--- src/rtl/schp_pkg.sv ---
// What this block and its host do
// [RQ1] IDE mode: primary select enables task-file registers
// [RQ2] IDE mode: secondary select reaches alt-status, control
// [RQ3] DMA ack: selects negated, transfers sixteen bits
// [RQ4] Position strap pulled up: ground primary, open secondary
// [RQ5] Memory/IO modes: host ties strap to A25/ground
// [RQ6] IO mode: write strobe captures bus data
// [RQ7] Write data latched on strobe rising edge
// [RQ8] IDE without Ultra DMA: pin is write strobe
// [RQ9] Host negates strobe before entering Ultra DMA
// [RQ10] Ultra DMA: strobe assertion stops current burst
// [RQ11] Memory mode: output enable drives read data
// [RQ12] IO mode: output enable reads card info only
// [RQ13] Grounded mode strap selects IDE operation
// [RQ14] Memory mode: ready high, busy low
// [RQ15] Busy after power-up/reset until init completes
// [RQ16] Reset held from power-up: pin reset disabled
// [RQ17] IO mode: ready pin becomes active-low interrupt
// [RQ18] Memory/IO reset on high pin or soft-reset
// [RQ19] DMA ack ignored while no DMA active
// [RQ20] Host strobes synchronised before edge detection
package schp_pkg;
  localparam int CLK_MHZ = 200;
  localparam int INIT_TIME_NS = 1000;
  localparam int INIT_CYCLES = (INIT_TIME_NS * CLK_MHZ + 999) / 1000;
  localparam int IRQ_PULSE_NS = 50;
  localparam int IRQ_PULSE_CYCLES = (IRQ_PULSE_NS * CLK_MHZ + 999) / 1000;
  localparam int CNT_W = 16;
  localparam int STRAP_CYCLE = 4;
  localparam logic [2:0] SYNC_RESET = 3'h7;

  typedef enum logic [2:0]
  {
    SCHP_MODE_MEM = 3'h1,
    SCHP_MODE_IO = 3'h2,
    SCHP_MODE_IDE = 3'h4
  } schp_mode_e;

  typedef struct packed
  {
    logic primary_chip_select_n;
    logic secondary_chip_select_n;
    logic io_write_strobe_n;
    logic output_enable_n;
    logic dma_ack_n;
  } schp_strobes_s;

  typedef struct packed
  {
    logic task_file_en;
    logic ctrl_block_en;
    logic card_info_cfg_read;
    logic mem_read;
    logic dma_word;
  } schp_select_s;
endpackage
--- src/rtl/schp_host_port.sv ---
module schp_host_port
(
  // Clock and reset
  input wire logic i_clk,
  input wire logic i_sys_rst,
  // Host pins
  input wire logic i_reset_pin,
  input wire logic i_ide_mode_strap_n,
  input wire logic i_drive_position_strap_n,
  input wire schp_pkg::schp_strobes_s i_strobes,
  input wire logic [15:0] i_data,
  input wire logic i_reg_attr_sel,
  // Core side
  input wire logic i_io_configured,
  input wire logic i_irq_level_mode,
  input wire logic i_irq_event,
  input wire logic i_irq_clear,
  input wire logic i_soft_reset,
  input wire logic i_core_busy,
  input wire logic i_udma_active,
  input wire logic i_dma_active,
  // Outputs
  output logic o_ready_irq_n,
  output logic o_is_secondary,
  output schp_pkg::schp_mode_e o_mode,
  output schp_pkg::schp_select_s o_select,
  output logic o_wr_valid,
  output logic [15:0] o_wr_data,
  output logic o_udma_stop,
  output logic o_core_reset
);

  // Three stage synchronisers; stage 1 read only by stage 2
  localparam int NS = 8;
  logic [NS-1:0] raw;
  logic [NS-1:0] s1_r, s2_r, s3_r, st_r;
  assign raw = {i_strobes, i_reset_pin, i_ide_mode_strap_n, i_drive_position_strap_n};

  genvar g;
  generate
    for (g = 0; g < NS; g++)
    begin : g_sync
      always_ff @(posedge i_clk)
      begin
        if (i_sys_rst)
        begin
          s1_r[g] <= 1'b1;
          s2_r[g] <= 1'b1;
          s3_r[g] <= 1'b1;
          st_r[g] <= 1'b1;
        end
        else
        begin
          s1_r[g] <= raw[g];
          s2_r[g] <= s1_r[g];
          s3_r[g] <= s2_r[g];
          if (s2_r[g] == s3_r[g])
            st_r[g] <= s2_r[g]; // [RQ20]
        end
      end
    end
  endgenerate

  schp_pkg::schp_strobes_s stb, stb_prev_r;
  logic reset_pin, ide_strap_n, pos_strap_n;
  assign stb = st_r[7:3];
  assign reset_pin = st_r[2];
  assign ide_strap_n = st_r[1];
  assign pos_strap_n = st_r[0];

  always_ff @(posedge i_clk)
  begin
    if (i_sys_rst)
      stb_prev_r <= '1;
    else
      stb_prev_r <= stb;
  end

  // Data sampled two clocks after strobe rising edge; host holds it that long past the edge
  logic [15:0] d1_r, d2_r;
  always_ff @(posedge i_clk)
  begin
    if (i_sys_rst)
    begin
      d1_r <= 16'h0000;
      d2_r <= 16'h0000;
    end
    else
    begin
      d1_r <= i_data;
      d2_r <= d1_r;
    end
  end

  // Drive position and IDE strap caught once after reset settles; memory/IO mode then follows i_io_configured
  localparam int CNT_W_L = schp_pkg::CNT_W;
  localparam logic [CNT_W_L-1:0] INIT_MAX = CNT_W_L'(schp_pkg::INIT_CYCLES);
  // Straps read only once the synchronisers have settled
  localparam logic [CNT_W_L-1:0] STRAP_AT = CNT_W_L'(schp_pkg::STRAP_CYCLE);
  logic strap_done_r;
  logic [CNT_W_L-1:0] init_cnt_r;
  always_ff @(posedge i_clk)
  begin
    if (i_sys_rst)
    begin
      o_mode <= schp_pkg::SCHP_MODE_MEM;
      o_is_secondary <= 1'b1;
      strap_done_r <= 1'b0;
    end
    else if (!strap_done_r && init_cnt_r == STRAP_AT)
    begin
      strap_done_r <= 1'b1;
      o_is_secondary <= pos_strap_n; // [RQ4]
      if (!ide_strap_n)
        o_mode <= schp_pkg::SCHP_MODE_IDE; // [RQ13]
      else if (i_io_configured)
        o_mode <= schp_pkg::SCHP_MODE_IO;
    end
    else if (strap_done_r && o_mode != schp_pkg::SCHP_MODE_IDE)
      o_mode <= i_io_configured ? schp_pkg::SCHP_MODE_IO : schp_pkg::SCHP_MODE_MEM;
  end

  // Pin reset: level depends on mode; disabled if asserted since power-up
  logic pin_rst_act, pin_seen_idle_r;
  assign pin_rst_act = (o_mode == schp_pkg::SCHP_MODE_IDE) ? !reset_pin : reset_pin; // [RQ18]
  always_ff @(posedge i_clk)
  begin
    if (i_sys_rst)
      pin_seen_idle_r <= 1'b0;
    else if (strap_done_r && !pin_rst_act)
      pin_seen_idle_r <= 1'b1; // [RQ16]
  end

  logic do_reset;
  assign do_reset = (pin_seen_idle_r && pin_rst_act) || i_soft_reset; // [RQ18]

  always_ff @(posedge i_clk)
  begin
    if (i_sys_rst || do_reset)
      init_cnt_r <= '0; // [RQ15]
    else if (init_cnt_r != INIT_MAX)
      init_cnt_r <= init_cnt_r + CNT_W_L'(1);
  end

  logic init_done;
  assign init_done = init_cnt_r == INIT_MAX;

  always_ff @(posedge i_clk)
  begin
    if (i_sys_rst)
      o_core_reset <= 1'b1;
    else
      o_core_reset <= !init_done;
  end

  // Address decode
  logic dma_ack;
  assign dma_ack = i_dma_active && !stb.dma_ack_n; // [RQ19]
  always_ff @(posedge i_clk)
  begin
    if (i_sys_rst)
      o_select <= '0;
    else
    begin
      o_select.task_file_en <= (o_mode == schp_pkg::SCHP_MODE_IDE) && !dma_ack
        && !stb.primary_chip_select_n; // [RQ1] [RQ3]
      o_select.ctrl_block_en <= (o_mode == schp_pkg::SCHP_MODE_IDE) && !dma_ack
        && !stb.secondary_chip_select_n; // [RQ2] [RQ3]
      o_select.dma_word <= dma_ack; // [RQ3]
      o_select.mem_read <= (o_mode == schp_pkg::SCHP_MODE_MEM) && !stb.output_enable_n; // [RQ11]
      o_select.card_info_cfg_read <= (o_mode != schp_pkg::SCHP_MODE_IDE) && !stb.output_enable_n
        && !i_reg_attr_sel; // [RQ11] [RQ12]
    end
  end

  // Write strobe or Ultra DMA stop
  logic wr_rise, wr_fall, wr_path;
  assign wr_rise = stb.io_write_strobe_n && !stb_prev_r.io_write_strobe_n;
  assign wr_fall = !stb.io_write_strobe_n && stb_prev_r.io_write_strobe_n;
  assign wr_path = (o_mode == schp_pkg::SCHP_MODE_IO)
    || (o_mode == schp_pkg::SCHP_MODE_IDE && !i_udma_active); // [RQ8]
  always_ff @(posedge i_clk)
  begin
    if (i_sys_rst)
    begin
      o_wr_valid <= 1'b0;
      o_wr_data <= 16'h0000;
      o_udma_stop <= 1'b0;
    end
    else
    begin
      o_wr_valid <= wr_path && wr_rise && init_done; // [RQ6] [RQ7]
      if (wr_path && wr_rise)
        o_wr_data <= d2_r; // [RQ7]
      o_udma_stop <= (o_mode == schp_pkg::SCHP_MODE_IDE) && i_udma_active && wr_fall; // [RQ10]
    end
  end

  // Ready/busy or interrupt request
  localparam logic [7:0] PULSE_MAX = 8'(schp_pkg::IRQ_PULSE_CYCLES);
  logic [7:0] pulse_cnt_r;
  logic irq_level_r;
  always_ff @(posedge i_clk)
  begin
    if (i_sys_rst || do_reset)
    begin
      irq_level_r <= 1'b0;
      pulse_cnt_r <= 8'h00;
    end
    else
    begin
      if (i_irq_event && i_irq_level_mode)
        irq_level_r <= 1'b1;
      else if (i_irq_clear || !i_irq_level_mode)
        irq_level_r <= 1'b0;
      if (i_irq_event && !i_irq_level_mode)
        pulse_cnt_r <= PULSE_MAX;
      else if (pulse_cnt_r != 8'h00)
        pulse_cnt_r <= pulse_cnt_r - 8'h01;
    end
  end

  always_ff @(posedge i_clk)
  begin
    if (i_sys_rst || !init_done)
      o_ready_irq_n <= 1'b0; // [RQ15]
    else if (o_mode == schp_pkg::SCHP_MODE_IO)
      o_ready_irq_n <= !(irq_level_r || pulse_cnt_r != 8'h00); // [RQ17]
    else
      o_ready_irq_n <= !i_core_busy; // [RQ14]
  end

endmodule // schp_host_port

--- config.mk ---
export PLATFORM = sky130hd
export DESIGN_NAME = schp_host_port
export DESIGN_NICKNAME = d
export VERILOG_FILES = /design/src/rtl/schp_pkg.sv /design/src/rtl/schp_host_port.sv
export SDC_FILE = /design/constraint.sdc
export NUM_CORES = 1
export LEC_CHECK = 0
export ABC_CLOCK_PERIOD_IN_PS = 2600
export BUFFER_PORTS_ARGS = -buffer_cell sky130_fd_sc_hd__buf_2
export CORE_MARGIN = 2
export CORE_UTILIZATION = 40
export CTS_CLUSTER_SIZE = 20
export DETAILED_ROUTE_END_ITERATION = 8
export GPL_TIMING_DRIVEN = 0
export RECOVER_POWER = 25
export SLEW_MARGIN = 0
export SYNTH_ARGS = -nofsm -noshare
export SYNTH_HDL_FRONTEND = slang
export SYNTH_SLANG_ARGS = --single-unit
--- constraint.sdc ---
create_clock -name i_clk -period 2.6 [get_ports i_clk]
set_clock_uncertainty 0.15 [all_clocks]
set_input_delay 0.26 -clock i_clk [delete_from_list [all_inputs] [get_ports i_clk]]
set_output_delay 0.26 -clock i_clk [all_outputs]
set_load 0.05 [all_outputs]
==> impl_metrics.py <==
metrics = {
    "status": {
        "result_of_the_run": "finished, final reports clean",
    },
    "logic_synthesis": {
        "synth_instances": 406,
        "synth_sequential_area_ratio": 0.5788,
        "syn_area_um2": 4185,
        "post_synth_num_cell_types": 43,
        "mappedNetlistNets": 445,
        "post_synth.cell_area_avg_um2": 10.31,
        "biggest_area_consumer_among_synthesized_cells": "sky130_fd_sc_hd__dfxtp_1",
        "yosysWarningCount": 0,
        "synth_top_cells_by_area": "sky130_fd_sc_hd__dfxtp_1, sky130_fd_sc_hd__nor2_1, sky130_fd_sc_hd__nor2b_1, sky130_fd_sc_hd__mux2i_1, sky130_fd_sc_hd__or2_2",
        "ys_ff_latch": 121,
        "yosys_top_cell_area_share": 0.5788,
    },
    "final_layout": {
        "layout_commonest_cell": "sky130_fd_sc_hd__dfxtp_1",
        "insertedDiodeCount": 0,
        "utilization": 0.5436,
        "synthToLayoutAreaGrowth_pct": 32.88,
        "filler_cell_count": 943,
        "fraction_of_final_layout_cells_with_drive_strength_greater_than_1": 0.2509,
        "leading_cell_types_in_the_layout_fill_and_taps_excluded": "sky130_fd_sc_hd__dfxtp_1, sky130_fd_sc_hd__buf_2, sky130_fd_sc_hd__nor2_1",
        "final_net_count": 560,
    },
    "timing": {
        "finalSetupViolCount": 0,
        "clock.fmax_mhz": 499.8,
        "timing.max_slew.rel_slack": 0.6491,
        "timing.final.crit_period_ns": 2.001,
        "finalCritPeriodShare": 0.7695,
        "final_max_slew_viols": 0,
        "timing_worst_slew_pin_value_ns": 0.5252,
        "hold_viol_final": 0,
        "final.setup.tns_ns": 0,
        "setup_repair_after_global_routing_missed_its_margin": "no",
        "hold_ws_ns": 0.1253,
    },
    "clock_network": {
        "htree_num_levels": 4,
        "clockBufferDepth": 2,
        "post_cts_gate_resize_count": 0,
        "clk_root_buffer_cell": "sky130_fd_sc_hd__clkbuf_8",
        "cts_tree": "done",
        "cts_hold_buffers": 33,
        "setup_fix_bufs_post_cts": 0,
        "cts-buffers-inserted": 17,
        "clk_latency_worst_skew_pair_ns": 0.52,
        "cts.sinks": 121,
        "clk_pin_slew_ns": 0.06,
    },
    "critical_path": {
        "worst_setup_path_start_kind": "register",
        "crit_type": "reg -> reg",
        "critPathCaptureType": "register",
        "critical_path_required_ns": 2.83,
        "critPathArrivalTime_ns": 2.23,
        "crit_path_max_fanout": 10,
    },
    "global_route": {
        "grt_start_max_net_pins": 17,
        "grt_pass1_wl_um": 13620,
        "grt_util_all_layers": 0.1546,
        "first_global_vias": 2894,
        "antenna_found_initial": 0,
        "grt_overflow_total": 0,
    },
    "route": {
        "firstDrtPassIters": 4,
        "ant_nets": 0,
        "avgViaCountPerCell": 4.575,
        "totalWireLength_um": 8096,
        "num_vias": 3065,
        "route.detailed.drc": 0,
        "drt-initial-drc-count": 102,
        "wl_per_cell_um": 12.08,
    },
    "floorplan": {
        "die-area_um2": 11300,
        "ios": 64,
        "initial_core_utilization": 0.4091,
        "die_h_um": 106.3,
        "core_region_area_um2": 10230,
        "die_x_um": 106.3,
        "std_cell_rows": 37,
    },
    "power_and_ir_drop": {
        "cellPowerDensity_nw_per_um2": 829.4,
        "ir_worst_vdd_v": 0.0003672,
        "power.static_leakage_nw": 2.369,
        "fin_total_pwr_mw": 4.613,
    },
    "flow_run": {
        "timing.max_cap.violations": 0,
    },
    "place": {
        "port_buffers": 63,
        "detailed_place_hpwl_um": 5352,
        "gp_congestion": 0.7620,
    },
    "worst_hold_path": {
        "min-delay-path-class": "in -> reg",
    },
}
==> cells by family (layout without fill, tap and decap cells) <==
group,Yosys count,in the layout,share of synthesized area
DFF,121,121,0.5788
AOI/OAI and AO/OA,33,33,0.05142
buffers and inverters,27,155,0.02990
muxes,19,19,0.04574
and+or+nand+nor,180,180,0.2344
adders and majority gates,4,4,0.01196
xor gates and xnor gates,22,22,0.04783
==> critical path, stage by stage (launching register included) <==
cell and delay [ns]:
sky130_fd_sc_hd__dfxtp_1 0.41, sky130_fd_sc_hd__nor3b_1 0.48, sky130_fd_sc_hd__o21ai_0 0.15, sky130_fd_sc_hd__buf_2 0.22
sky130_fd_sc_hd__buf_4 0.23, sky130_fd_sc_hd__mux2i_1 0.16, sky130_fd_sc_hd__nor2_1 0.06
==> state kept, by name (all words and copies together), names as in the netlist, 3 cells and up <==
register and cells:
d1_r 16, o_wr_data 16, s3_r 8, o_select 5
st_r 5, pulse_cnt_r 8, s1_r 8, s2_r 8
d2_r 16, o_mode 3, init_cnt_r 16
==> metal layers <==
metal	global-route usage	vias to the layer above	share of wire
met5	0	-	0
met4	0.07895	0	0.016
li1	-	1578	-
met3	0.03863	11	0.034
met1	0.1909	1422	0.47
met2	0.2500	54	0.48
==> final timing paths <==
| kind | end | slack [ns] | from | cells past startpoint |
|---|---|---|---|---|
| min | pulse_cnt_r[2] | 0.13 | i_sys_rst | 4 |
| max reg2reg | o_wr_data[11] | 0.60 | o_mode[1] | 6 |
| max | o_wr_data[11] | 0.60 | o_mode[1] | 6 |
| min reg2reg | s2_r[4] | 0.26 | s1_r[4] | 1 |
==> power by group <==
part	leakage [nW]	internal, mW	switching, mW
logic	1.10	0.241	0.216
clock network	0.277	1.23	0.959
registers	0.988	1.93	0.0415
total	2.37	3.40	1.22
==> cell usage after synthesis (all sizes together) <==
cell type,number
dfxtp,121
nor2,58
nor2b,34
or2,26
mux2i,18
xnor2,16
a21oi,14
nor4,12
nand3,11
clkbuf,10
inv,10
nor3,9
o21bai,8
buf,7
nand2,7
xor2,6
and3,4
ha,4
nand4,4
o21ai,4
a31oi,3
nand2b,3
nor4b,3
or3,3
nand3b,2
o211ai,2
a211oi,1
and4b,1
mux2,1
nor3b,1
o311ai,1
or2b,1
or3b,1
==> final cells by class <==
class,instances,area (µm²),share of cell area
Clock buffer,17,414.1,0.07447
Tap cell,136,170.2,0.03060
Timing Repair Buffer,96,644.4,0.1159
Clock inverter,15,147.6,0.02655
Sequential cell,121,2422,0.4355
Multi-Input combinational cell,258,1638,0.2945
Buffer,17,87.58,0.01575
Inverter,10,37.54,0.006749
==> per-stage QoR <==
step | cell area, µm² | std cells | setup slack [ns]
global placement | 4671 | 605 | 0.6069
detailed placement | 4671 | 605 | 0.5717
floorplan | 4185 | 406 | 0.5706
CTS | 5563 | 670 | 0.5685
finish | 5562 | 670 | 0.5994
global route | 5562 | 670 | 0.4270
(Power assumes the default switching activity.)
